### src/pkg/rvc_pkg.sv
// What this block does
// - bit 7 holds code as power-down preset
// - core go bit ramps core buck
// - processor go bit ramps processor buck
// - memory go bit ramps memory buck
// - go bit clears when target reached
// - voltage writes ignored while that rail ramps
// - ramping buck forced into pwm
// - linear two/three go, ignored when preset
// - lock bit blocks voltage code rewrites
package rvc_pkg;
  // ****************************************************************
  // register indices, byte address is four times the index
  // ****************************************************************
  localparam logic [7:0] IDX_TEN_CTRL   = 8'h3B;  // linear_reg_ten_ctrl
  localparam logic [7:0] IDX_SUPPLY     = 8'h3C;  // supply_ramp_ctrl
  localparam logic [7:0] IDX_CORE_BUCK  = 8'h40;  // core buck voltage
  localparam logic [7:0] IDX_PROC_BUCK  = 8'h41;  // processor buck voltage
  localparam logic [7:0] IDX_MEM_BUCK   = 8'h42;  // memory buck voltage
  localparam logic [7:0] IDX_LIN_TWO    = 8'h43;  // linear two voltage
  localparam logic [7:0] IDX_LIN_THREE  = 8'h44;  // linear three voltage
  // ****************************************************************
  // field positions and reset values
  // ****************************************************************
  localparam int         CODE_W         = 6;      // voltage code width
  localparam int         BIT_ON         = 6;      // ten regulator on
  localparam int         BIT_PRESET     = 7;      // preset select
  localparam int         BIT_LOCK       = 7;      // voltage lock
  localparam int         NUM_RAILS      = 5;      // ramped rails
  localparam int         RAIL_CORE      = 0;      // core buck go bit
  localparam int         RAIL_PROC      = 1;      // processor buck go bit
  localparam int         RAIL_MEM       = 2;      // memory buck go bit
  localparam int         RAIL_TWO       = 3;      // linear two go bit
  localparam int         RAIL_THREE     = 4;      // linear three go bit
  localparam logic [7:0] RST_TEN_CTRL   = 8'h21;  // code 100001, off
  localparam logic [7:0] RST_SUPPLY     = 8'h60;  // switches closed
  localparam logic [7:0] RST_RAIL       = 8'h00;  // own rail registers
  // ****************************************************************
  // voltage mapping in millivolts
  // ****************************************************************
  localparam logic [11:0] MV_BASE       = 12'h4B0;  // 1200 mV
  localparam logic [11:0] MV_STEP       = 12'h032;  // 50 mV
  localparam logic [5:0]  CODE_MAX      = 6'h30;    // 3.60 V code
  // ****************************************************************
  // ramp step timing
  // ****************************************************************
  localparam int CLK_PERIOD_NS = 25;    // 40 MHz
  localparam int RAMP_STEP_NS  = 1000;  // time per code step
  localparam int RAMP_STEP_CYC = (RAMP_STEP_NS + CLK_PERIOD_NS - 1) / CLK_PERIOD_NS;
endpackage : rvc_pkg

### src/hdl/rvc_regs.sv
`timescale 1ns/1ps
`default_nettype none
module rvc_regs
  import rvc_pkg::*;
#(
  parameter int ADR_W    = 12,
  parameter int STEP_CYC = RAMP_STEP_CYC
) (
  input  wire logic              clk_i,
  input  wire logic              rst_i,
  input  wire logic              wb_cyc_i,
  input  wire logic              wb_stb_i,
  input  wire logic              wb_we_i,
  input  wire logic [ADR_W-1:0]  wb_adr_i,
  input  wire logic [3:0]        wb_sel_i,
  input  wire logic [31:0]       wb_dat_i,
  output logic                   wb_ack_o,
  output logic      [31:0]       wb_dat_o,
  input  wire logic              power_down_i,
  output logic                   lin_ten_on_o,
  output logic      [CODE_W-1:0] lin_ten_code_o,
  output logic      [11:0]       lin_ten_mv_o,
  output logic      [CODE_W-1:0] core_buck_code_o,
  output logic      [CODE_W-1:0] proc_buck_code_o,
  output logic      [CODE_W-1:0] memory_buck_code_o,
  output logic      [CODE_W-1:0] lin_two_code_o,
  output logic      [CODE_W-1:0] lin_three_code_o,
  output logic                   core_buck_force_pwm_o,
  output logic                   proc_buck_force_pwm_o,
  output logic                   memory_buck_force_pwm_o
);
  // ****************************************************************
  // helpers
  // ****************************************************************
  // code to millivolts, codes above the top step stay at 3.60 V
  function automatic logic [11:0] code_to_mv(input logic [CODE_W-1:0] c);
    logic [CODE_W-1:0] lim;
    lim = (c > CODE_MAX) ? CODE_MAX : c;
    return 12'(MV_BASE + 12'({6'h00, lim}) * MV_STEP);
  endfunction

  // ****************************************************************
  // state
  // ****************************************************************
  logic              ack_r, ack_nxt;          // bus answer
  logic [31:0]       rdat_r, rdat_nxt;        // read data
  logic [7:0]        ten_r, ten_nxt;          // ten control register
  logic [7:0]        sup_r, sup_nxt;          // supply register
  logic [7:0]        rail_r   [NUM_RAILS];    // rail voltage registers
  logic [7:0]        rail_nxt [NUM_RAILS];
  logic [CODE_W-1:0] appl_r   [NUM_RAILS];    // applied rail codes
  logic [CODE_W-1:0] appl_nxt [NUM_RAILS];
  logic [CODE_W-1:0] ten_out_r, ten_out_nxt;  // applied ten code
  logic              ten_on_r, ten_on_nxt;    // regulator on output
  logic [11:0]       mv_r, mv_nxt;            // millivolt output
  logic [2:0]        pwm_r, pwm_nxt;          // forced pwm outputs
  logic [15:0]       tick_cnt_r, tick_cnt_nxt;  // ramp step divider
  logic              tick_r, tick_nxt;        // step enable pulse
  logic              pd_s1_r, pd_s2_r, pd_s3_r;  // power-down sync
  logic              pd_r, pd_nxt;            // filtered power-down

  // ****************************************************************
  // bus decode
  // ****************************************************************
  logic [7:0] idx;                            // register index
  logic       acc;                            // new access this cycle
  logic       wr;                             // write on byte lane 0
  logic [NUM_RAILS-1:0] go_set;               // software go requests
  assign idx = wb_adr_i[9:2];
  assign acc = wb_cyc_i & wb_stb_i & ~ack_r;
  assign wr  = acc & wb_we_i & wb_sel_i[0];

  // ****************************************************************
  // power-down input synchroniser
  // ****************************************************************
  // the filtered level follows once the second and third stages agree
  always_comb begin
    pd_nxt = (pd_s2_r == pd_s3_r) ? pd_s3_r : pd_r;
  end

  // three stage capture of the asynchronous power-down level
  always_ff @(posedge clk_i) begin
    if (rst_i) begin
      pd_s1_r <= 1'b0;
      pd_s2_r <= 1'b0;
      pd_s3_r <= 1'b0;
      pd_r    <= 1'b0;
    end else begin
      pd_s1_r <= power_down_i;
      pd_s2_r <= pd_s1_r;
      pd_s3_r <= pd_s2_r;
      pd_r    <= pd_nxt;
    end
  end

  // ****************************************************************
  // ramp step divider
  // ****************************************************************
  // counts clock cycles and pulses tick_r once per ramp step
  always_comb begin
    tick_nxt     = 1'b0;
    tick_cnt_nxt = tick_cnt_r + 16'h0001;
    if (tick_cnt_r == 16'(STEP_CYC - 1)) begin
      tick_cnt_nxt = 16'h0000;
      tick_nxt     = 1'b1;
    end
  end

  // divider state
  always_ff @(posedge clk_i) begin
    if (rst_i) begin
      tick_cnt_r <= 16'h0000;
      tick_r     <= 1'b0;
    end else begin
      tick_cnt_r <= tick_cnt_nxt;
      tick_r     <= tick_nxt;
    end
  end

  // ****************************************************************
  // registers, ramps and bus answer
  // ****************************************************************
  // next values of registers, applied codes and outputs
  always_comb begin
    ack_nxt  = acc;
    rdat_nxt = 32'h0000_0000;
    ten_nxt  = ten_r;
    sup_nxt  = sup_r;
    go_set   = '0;
    for (int i = 0; i < NUM_RAILS; i++) begin
      rail_nxt[i] = rail_r[i];
      appl_nxt[i] = appl_r[i];
    end
    // read mux, unmapped indices read zero but still answer
    if (acc && !wb_we_i) begin
      case (idx)
        IDX_TEN_CTRL:  rdat_nxt = {24'h0, ten_r};
        IDX_SUPPLY:    rdat_nxt = {24'h0, sup_r};
        IDX_CORE_BUCK: rdat_nxt = {24'h0, rail_r[RAIL_CORE]};
        IDX_PROC_BUCK: rdat_nxt = {24'h0, rail_r[RAIL_PROC]};
        IDX_MEM_BUCK:  rdat_nxt = {24'h0, rail_r[RAIL_MEM]};
        IDX_LIN_TWO:   rdat_nxt = {24'h0, rail_r[RAIL_TWO]};
        IDX_LIN_THREE: rdat_nxt = {24'h0, rail_r[RAIL_THREE]};
        default:       rdat_nxt = 32'h0000_0000;
      endcase
    end
    // ramps: step toward target on tick, go clears at target
    for (int i = 0; i < NUM_RAILS; i++) begin
      if (sup_r[i]) begin
        if (appl_r[i] == rail_r[i][CODE_W-1:0]) begin
          sup_nxt[i] = 1'b0;
        end else if (tick_r) begin
          if (appl_r[i] < rail_r[i][CODE_W-1:0]) begin
            appl_nxt[i] = appl_r[i] + 6'h01;
          end else begin
            appl_nxt[i] = appl_r[i] - 6'h01;
          end
        end
      end
    end
    // writes
    if (wr) begin
      case (idx)
        IDX_TEN_CTRL: begin
          ten_nxt[BIT_PRESET] = wb_dat_i[BIT_PRESET];
          ten_nxt[BIT_ON]     = wb_dat_i[BIT_ON];
          if (!sup_r[BIT_LOCK]) begin
            ten_nxt[CODE_W-1:0] = wb_dat_i[CODE_W-1:0];
          end
        end
        IDX_SUPPLY: begin
          sup_nxt[7:5] = wb_dat_i[7:5];
          // go bits only start, set wins over a same-cycle clear
          go_set[RAIL_CORE] = wb_dat_i[RAIL_CORE];
          go_set[RAIL_PROC] = wb_dat_i[RAIL_PROC];
          go_set[RAIL_MEM]  = wb_dat_i[RAIL_MEM];
          go_set[RAIL_TWO]   = wb_dat_i[RAIL_TWO] & ~rail_r[RAIL_TWO][BIT_PRESET];
          go_set[RAIL_THREE] = wb_dat_i[RAIL_THREE] & ~rail_r[RAIL_THREE][BIT_PRESET];
          for (int i = 0; i < NUM_RAILS; i++) begin
            if (go_set[i]) begin
              sup_nxt[i] = 1'b1;
            end
          end
        end
        default: begin
          // rail voltage registers: blocked while ramping, code field kept while locked
          for (int i = 0; i < NUM_RAILS; i++) begin
            if (idx == 8'(IDX_CORE_BUCK + 8'(i)) && !sup_r[i]) begin
              if (i >= RAIL_TWO) begin
                rail_nxt[i][BIT_PRESET] = wb_dat_i[BIT_PRESET];
              end
              if (!sup_r[BIT_LOCK]) begin
                rail_nxt[i][CODE_W-1:0] = wb_dat_i[CODE_W-1:0];
              end
            end
          end
        end
      endcase
    end
    // ten regulator: immediate code, or preset used at power-down
    ten_out_nxt = ten_out_r;
    if (!ten_r[BIT_PRESET] || pd_r) begin
      ten_out_nxt = ten_r[CODE_W-1:0];
    end
    ten_on_nxt = ten_r[BIT_ON] & (~pd_r | ten_r[BIT_PRESET]);
    mv_nxt     = code_to_mv(ten_out_nxt);
    pwm_nxt    = sup_nxt[RAIL_MEM:RAIL_CORE];
  end

  // registers every next value, reset loads the documented reset values
  always_ff @(posedge clk_i) begin
    if (rst_i) begin
      ack_r     <= 1'b0;
      rdat_r    <= 32'h0000_0000;
      ten_r     <= RST_TEN_CTRL;
      sup_r     <= RST_SUPPLY;
      ten_out_r <= RST_TEN_CTRL[CODE_W-1:0];
      ten_on_r  <= 1'b0;
      // reset code taken through base and step, without the 3.60 V cap used in operation
      mv_r      <= 12'(MV_BASE + 12'(RST_TEN_CTRL[CODE_W-1:0]) * MV_STEP);
      pwm_r     <= 3'h0;
      for (int i = 0; i < NUM_RAILS; i++) begin
        rail_r[i] <= RST_RAIL;
        appl_r[i] <= RST_RAIL[CODE_W-1:0];
      end
    end else begin
      ack_r     <= ack_nxt;
      rdat_r    <= rdat_nxt;
      ten_r     <= ten_nxt;
      sup_r     <= sup_nxt;
      ten_out_r <= ten_out_nxt;
      ten_on_r  <= ten_on_nxt;
      mv_r      <= mv_nxt;
      pwm_r     <= pwm_nxt;
      for (int i = 0; i < NUM_RAILS; i++) begin
        rail_r[i] <= rail_nxt[i];
        appl_r[i] <= appl_nxt[i];
      end
    end
  end

  // ****************************************************************
  // outputs
  // ****************************************************************
  assign wb_ack_o                = ack_r;
  assign wb_dat_o                = rdat_r;
  assign lin_ten_on_o            = ten_on_r;
  assign lin_ten_code_o          = ten_out_r;
  assign lin_ten_mv_o            = mv_r;
  assign core_buck_code_o        = appl_r[RAIL_CORE];
  assign proc_buck_code_o        = appl_r[RAIL_PROC];
  assign memory_buck_code_o      = appl_r[RAIL_MEM];
  assign lin_two_code_o          = appl_r[RAIL_TWO];
  assign lin_three_code_o        = appl_r[RAIL_THREE];
  assign core_buck_force_pwm_o   = pwm_r[RAIL_CORE];
  assign proc_buck_force_pwm_o   = pwm_r[RAIL_PROC];
  assign memory_buck_force_pwm_o = pwm_r[RAIL_MEM];
endmodule : rvc_regs
`default_nettype wire

### config.mk
export PLATFORM = sky130hd
export DESIGN_NAME = rvc_regs
export DESIGN_NICKNAME = d
export VERILOG_FILES = /design/src/pkg/rvc_pkg.sv /design/src/hdl/rvc_regs.sv
export SDC_FILE = /design/constraint.sdc
export NUM_CORES = 1
export LEC_CHECK = 0
export BUFFER_PORTS_ARGS = -buffer_cell sky130_fd_sc_hd__buf_2
export CAP_MARGIN = 5
export CORE_MARGIN = 2
export CORE_UTILIZATION = 60
export CTS_CLUSTER_DIAMETER = 150
export DETAILED_ROUTE_END_ITERATION = 16
export GPL_ROUTABILITY_DRIVEN = 0
export PLACE_DENSITY = 0.85
export SKIP_CTS_REPAIR_TIMING = 1
export SLEW_MARGIN = 10
export SYNTH_ARGS = -nofsm -noshare
export SYNTH_HDL_FRONTEND = slang
export SYNTH_SLANG_ARGS = --single-unit
### constraint.sdc
create_clock -name clk_i -period 9 [get_ports clk_i]
set_input_delay 1.8 -clock clk_i [delete_from_list [all_inputs] [get_ports clk_i]]
set_output_delay 1.8 -clock clk_i [all_outputs]
set_load 0.05 [all_outputs]
[After elaboration in Yosys (flattened, before gate mapping)]
Memories as Yosys holds them, arrays and structs flattened.
Cells that the tools add are included.
Word-level totals
  register bits after elaboration: 92
  bits in latches: 0
  memory bits (writable): 70
  memory bits (read-only): 0
  input port bits: 54
  output and inout port bits: 85
  word-level logic and storage cells: 171
  memories: 2
Memory list
  rail_r: words 5, bits a word 8, read ports 5, clocked after Yosys merged registers in 0, wr ports 5, line rvc_regs.sv:49  | logic [7:0] rail_r [NUM_RAILS];
  appl_r: words 5, bits a word 6, read ports 5, clocked after Yosys merged registers in 0, wr ports 5, line rvc_regs.sv:51  | logic [CODE_W-1:0] appl_r [NUM_RAILS];
Operators by class
  add/subtract/negate cells: 12
  $mul: 1
  divide/modulo/power cells: 0
  $lt $le $gt $ge: 6
  equality and inequality tests: 14
  shift-type cells: 0
  multiplexer cells: 76
  bitwise logic cells: 24
  reductions and logical operators: 20
Operator list (number)
  2-to-1 mux 6 bit: 43
  one-hot mux 8 bit (7 select lines): 1
  == test 8 x 7 -> 1 bit, second input constant: 5
  2-to-1 mux 8 bit: 5
  adder 6 x 1 -> 6 bit, second input constant: 5
  == test 6 bit: 5
  < comparator 6 bit: 5
  subtractor 6 x 1 -> 6 bit, second input constant: 5
  2-to-1 mux 7 bit: 4
  2-to-1 mux 1 bit: 21
  adder 16 x 1 -> 16 bit, second input constant: 1
  == test 16 x 6 -> 1 bit, second input constant: 1
  == test 8 x 6 -> 1 bit, second input constant: 2
  adder 11 x 12 -> 12 bit, first input constant: 1
  multiplier 6 x 5 -> 11 bit, second input constant: 1
  bitwise OR 1 bit: 11
  2-to-1 mux 5 bit: 2
  AND 1 bit: 7
  zero test 1 bit: 7
  > comparator 6 bit, second input constant: 1
  logical AND 1 bit: 6
  NOT 1 bit: 6
  OR reduction 2 bit: 3
  AND reduction 2 bit: 2
  3 further kinds: 3

[Depth between registers and ports, before layout]
  depth in word-level cells: 7
  gate-level depth with buffers: 15
  gate-level depth less buffers: 14

[Worst setup path after synthesis]
Ideal clock, no wire load.
  path type: register to register
  start point: reg ten_out_r[5], in the netlist lin_ten_code_o[5]
  end point: reg mv_r[11], in the netlist lin_ten_mv_o[11]
  library setup time: 117 ps
  data arrival time: 3554 ps
  slack: 5329 ps
  stages on the path, launching flop included: 14
  path buffers: 0
  clock period less this slack: 3671 ps
  path through: dfxtp_1 > nand2_1 > o21ai_1 > nor2_1 > ha_1 > ha_1 > ha_1 > fa_1 > xor2_1 > nor2_1 > a31oi_1 > a31oi_1 > xnor2_1 > nand2b_1
Between the ends
  longest elaborated chain between the ends: 5
RTL lines
  from (decl): line rvc_regs.sv:53  | logic [CODE_W-1:0] ten_out_r, ten_out_nxt;
  from (signal assigned): line rvc_regs.sv:217  | ten_out_r <= RST_TEN_CTRL[CODE_W-1:0];
  from (signal assigned): line rvc_regs.sv:231  | ten_out_r <= ten_out_nxt;
  2-to-1 mux 6 bit *: line rvc_regs.sv:202  | if (!ten_r[BIT_PRESET] || pd_r) begin
  > comparator 6 bit: line rvc_regs.sv:38  | lim = (c > CODE_MAX) ? CODE_MAX : c;
  2-to-1 mux 6 bit *: line rvc_regs.sv:38
  multiplier 6 x 5 -> 11 bit *: line rvc_regs.sv:39  | return 12'(MV_BASE + 12'({6'h00, lim}) * MV_STEP);
  adder 11 x 12 -> 12 bit *: line rvc_regs.sv:39
  to (signal assigned): line rvc_regs.sv:220  | mv_r <= 12'(MV_BASE + 12'(RST_TEN_CTRL[CODE_W-1:0]) * MV_STEP);
  to (signal assigned): line rvc_regs.sv:233  | mv_r <= mv_nxt;
  to (decl): line rvc_regs.sv:55  | logic [11:0] mv_r, mv_nxt;
Every way passes the cells marked *; elsewhere a longest branch is shown, timed or not.
A chain may end at the register's enable or synchronous reset.

[Final worst setup path]
  start point: reg ten_r[7]
  end point: reg mv_r[11], in the netlist lin_ten_mv_o[11]
Between the ends
  longest elaborated chain between the ends: 7
RTL lines
  from (decl): line rvc_regs.sv:47  | logic [7:0] ten_r, ten_nxt;
  from (signal assigned): line rvc_regs.sv:229  | ten_r <= ten_nxt;
  zero test 1 bit *: line rvc_regs.sv:202
  logical OR 1 bit *: line rvc_regs.sv:202
  2-to-1 mux 6 bit *: line rvc_regs.sv:202
  > comparator 6 bit: line rvc_regs.sv:38
  2-to-1 mux 6 bit *: line rvc_regs.sv:38
  multiplier 6 x 5 -> 11 bit *: line rvc_regs.sv:39
  adder 11 x 12 -> 12 bit *: line rvc_regs.sv:39
Marks and branches as above.

==> results by group <==
Outcome
  • Outcome: finished clean

Detailed routing
  • First-pass iteration count of the detailed router: 5
  • Antenna Nets Post-Route: 0
  • WL final: 16.0 mm
  • Drc violations: 0
  • Per-cell routed wire length: 15.2 um
  • Iter 0 DRT Violations: 414
  • Vias/cell: 5.78
  • Via Count: 6077

Worst setup path
  • R2R Setup Slk: 4.77 ns
  • CP Class: flip-flop to flip-flop
  • Critical-path maximum fanout: 9
  • Critical R2R Launch: ten_r[7]
  • CP peak stage delay: 0.67 ns
  • Crit-path cells: nor2b_1 > mux2i_1 > nor2_1 > ha_1 > ha_1 > ha_1 > fa_1 > xor2_1 > nor2_1 > a31oi_1 > a31oi_1 > xnor2_1 > nand2b_1
  • Worst reg2reg path endpoint: lin_ten_mv_o[11]
  • R2R depth: 13
  • Worst path most repeated cell: ha_1
  • Crit. End Element: flip-flop
  • Worst EP arrival: 4.54 ns
  • Critical path buffers and inverters: 0
  • CP max-delay cell: nor2b_1
  • Critical Path Start Type: flip-flop
  • Req. time, crit path: 9.31 ns
  • Worst path top cell family by delay: adder cells

STA
  • Max_slew headroom: 28.9%
  • Minimum period implied by the final worst setup slack: 4.23 ns
  • Worst-margin pin slew: 1.07 ns
  • Post-Route Setup TNS: 0 ns
  • Final period utilization: 47.0%
  • Final Skew: 0.00746 ns
  • Fmax achieved: 236 MHz
  • Final hold violations: 0
  • Hold_ws: 0.451 ns
  • Slew Limit Fails: 0
  • Final Setup Violations: 0
  • Unrepaired setup endpoints after global routing: false

Yosys
  • Post-synthesis sequential area ratio: 34.9%
  • Avg Inst Size Synth: 8.83 um2
  • Number of enable flip-flop cells after synthesis: 0
  • Post-Syn Instances: 817
  • Distinct cells, synth: 54
  • Synth warnings: 0
  • Commonest register cell after synthesis: dfxtp_1
  • FFs w/ async S/R, synth: 0%
  • Flops & latches, synth: 126
  • Synthesized area: 7220 um2

Flow run
  • Max-cap violations: 0

Floorplanning
  • Initial Util: 60.9%
  • Die Span Y: 114 um
  • Core ar.: 11900 um2
  • Die area: 12900 um2
  • DIE WIDTH: 114 um
  • I/O pin count: 139
  • Row count: 40

Clock network
  • Number of CTS-inserted buffers: 17
  • Clock latency on the worst-skew pair: 0.42 ns
  • Root Driver: clkbuf_16
  • Sink Count: 126
  • Clk pin slew, worst setup/hold paths: 0.06 ns
  • Clock tree buffer depth: 2
  • H-tree depth: 4
  • CTS tree: done

Layout
  • Share of cells above drive strength 1: 13.5%
  • Layout Nets: 1023
  • Register area: 2520 um2
  • Most common cell after layout, fill and taps aside: dfxtp_1
  • Layout area overhead: 13.8%
  • Multi-input logic area: 4320 um2
  • Most frequent cells in the layout: dfxtp_1 (126), nor2_1 (125), buf_2 (81), ha_1 (72), a21oi_1 (54)
  • Number of filler cells placed in the layout: 921
  • Final Instance Count excl. Fillers: 1052
  • Post-route cell area: 8220 um2

GRT
  • First-pass GRT wire length: 26.8 mm
  • Antenna violations before repair: 1
  • Largest net degree at the start of global routing: 105
  • GRT Util Overall: 26.1%
  • Vias in the first global route: 5652
  • Grt ovf: 0

Placed design
  • Placed cells: 1019
  • Port bufs: 82
  • Post-DP Area: 7610 um2
  • Hpwl dp: 11.2 mm

Pwr
  • Max VDD drop: 0.125 mV
  • Power per cell area: 160 nW/um2
  • Leakage: 3.77 nW
  • Overall power: 1.32 mW

Min path
  • Worst Hold Endpoint: pd_r
  • Hold Path Stages: 2
  • Min-delay src: pd_s3_r
  • Min-delay worst type: flip-flop to flip-flop
worst max-delay path by stage:
stage          depth (start not counted)               from  slack (ns)               end
3_5_place_dp                           7        wb_adr_i[2]        4.85     rail_r[0][10]
6_report                              13           ten_r[7]        4.77  lin_ten_mv_o[11]
4_1_cts                               13           ten_r[7]        4.80  lin_ten_mv_o[11]
5_1_grt                               13           ten_r[7]        4.51  lin_ten_mv_o[11]
2_1_floorplan                         13  lin_ten_code_o[5]        5.33  lin_ten_mv_o[11]
3_3_place_gp                           7        wb_adr_i[2]        4.78     rail_r[0][10]
layout make-up:
class | count | share of cell area (%)
well taps | 147 | 2.24
clock buffers | 18 | 5.34
inverters | 44 | 2.01
diodes | 1 | 0.0305
clock inverters | 14 | 2.04
flip-flops and latches | 126 | 30.7
repair buffers | 82 | 5.02
multi-input cells | 620 | 52.6
routing by layer:
metal / GRT usage, % / routed length [um] / up-vias
li1: - / - / 2984
met2: 42.4 / 7530 / 204
met3: 7.07 / 1040 / 40
met4: 11.2 / 398 / 0
met1: 32.8 / 7020 / 2849
met5: 0 / 0 / -
worst min-delay path, cell delays in order, from the launching register on:
cell     delay (ns)
dfxtp_1        0.29
o21ai_0        0.06
a21oi_1        0.05
report_power, final:
part	switching (mW)	internal (mW)
Sequential	0.00123	0.560
Clock	0.259	0.441
Combinational	0.0461	0.00932
synth_stat cells (all sizes together), types with 7 or more instances:
master	instances	area, um2
a211o	9	78.8
a211oi	12	90.1
a21o	14	105
a21oi	54	270
a22oi	7	52.6
buf	31	221
clkbuf	20	75.1
dfxtp	126	2520
ha	72	901
inv	44	165
mux2i	49	490
nand2	38	143
nand2b	9	56.3
nand3	25	125
nand4	10	62.6
nor2	125	469
nor2b	10	62.6
nor3	11	60.1
o211ai	8	60.1
o21ai	28	144
o21bai	8	60.1
or3	8	50.1
xnor2	18	158
xor2	27	236
registers in the layout (all words and copies together) (netlist names):
| name | count |
|---|---|
| appl_r | 30 |
| lin_ten_code_o | 6 |
| lin_ten_mv_o | 11 |
| lin_ten_on_o | 1 |
| pd_r | 1 |
| pd_s1_r | 1 |
| pd_s2_r | 1 |
| pd_s3_r | 1 |
| rail_r | 32 |
| sup_r | 8 |
| ten_r | 8 |
| tick_cnt_r | 16 |
| tick_r | 1 |
| wb_ack_o | 1 |
| wb_dat_o | 8 |
per-stage QoR:
stage	worst slack (ns)	util (%)
final	4.77	69.3
after global routing	4.51	69.3
after CTS	4.80	69.3
after detailed placement	4.85	64.1
after global placement	4.78	64.1
after floorplan	5.33	-
kinds of logic (layout without fill, tap and decap cells):
| family | Yosys count | in the layout | share of synthesized area (%) |
|---|---|---|---|
| buf+inv | 95 | 158 | 6.40 |
| xor+xnor | 45 | 45 | 5.46 |
| fa+ha+maj | 78 | 78 | 14.1 |
| other cells | 1 | 26 | 0.0520 |
| compound gates | 157 | 157 | 13.9 |
| simple gates | 261 | 261 | 16.7 |
| mux | 54 | 54 | 8.36 |
| flops | 126 | 126 | 34.9 |
(Power assumes the default switching activity.)
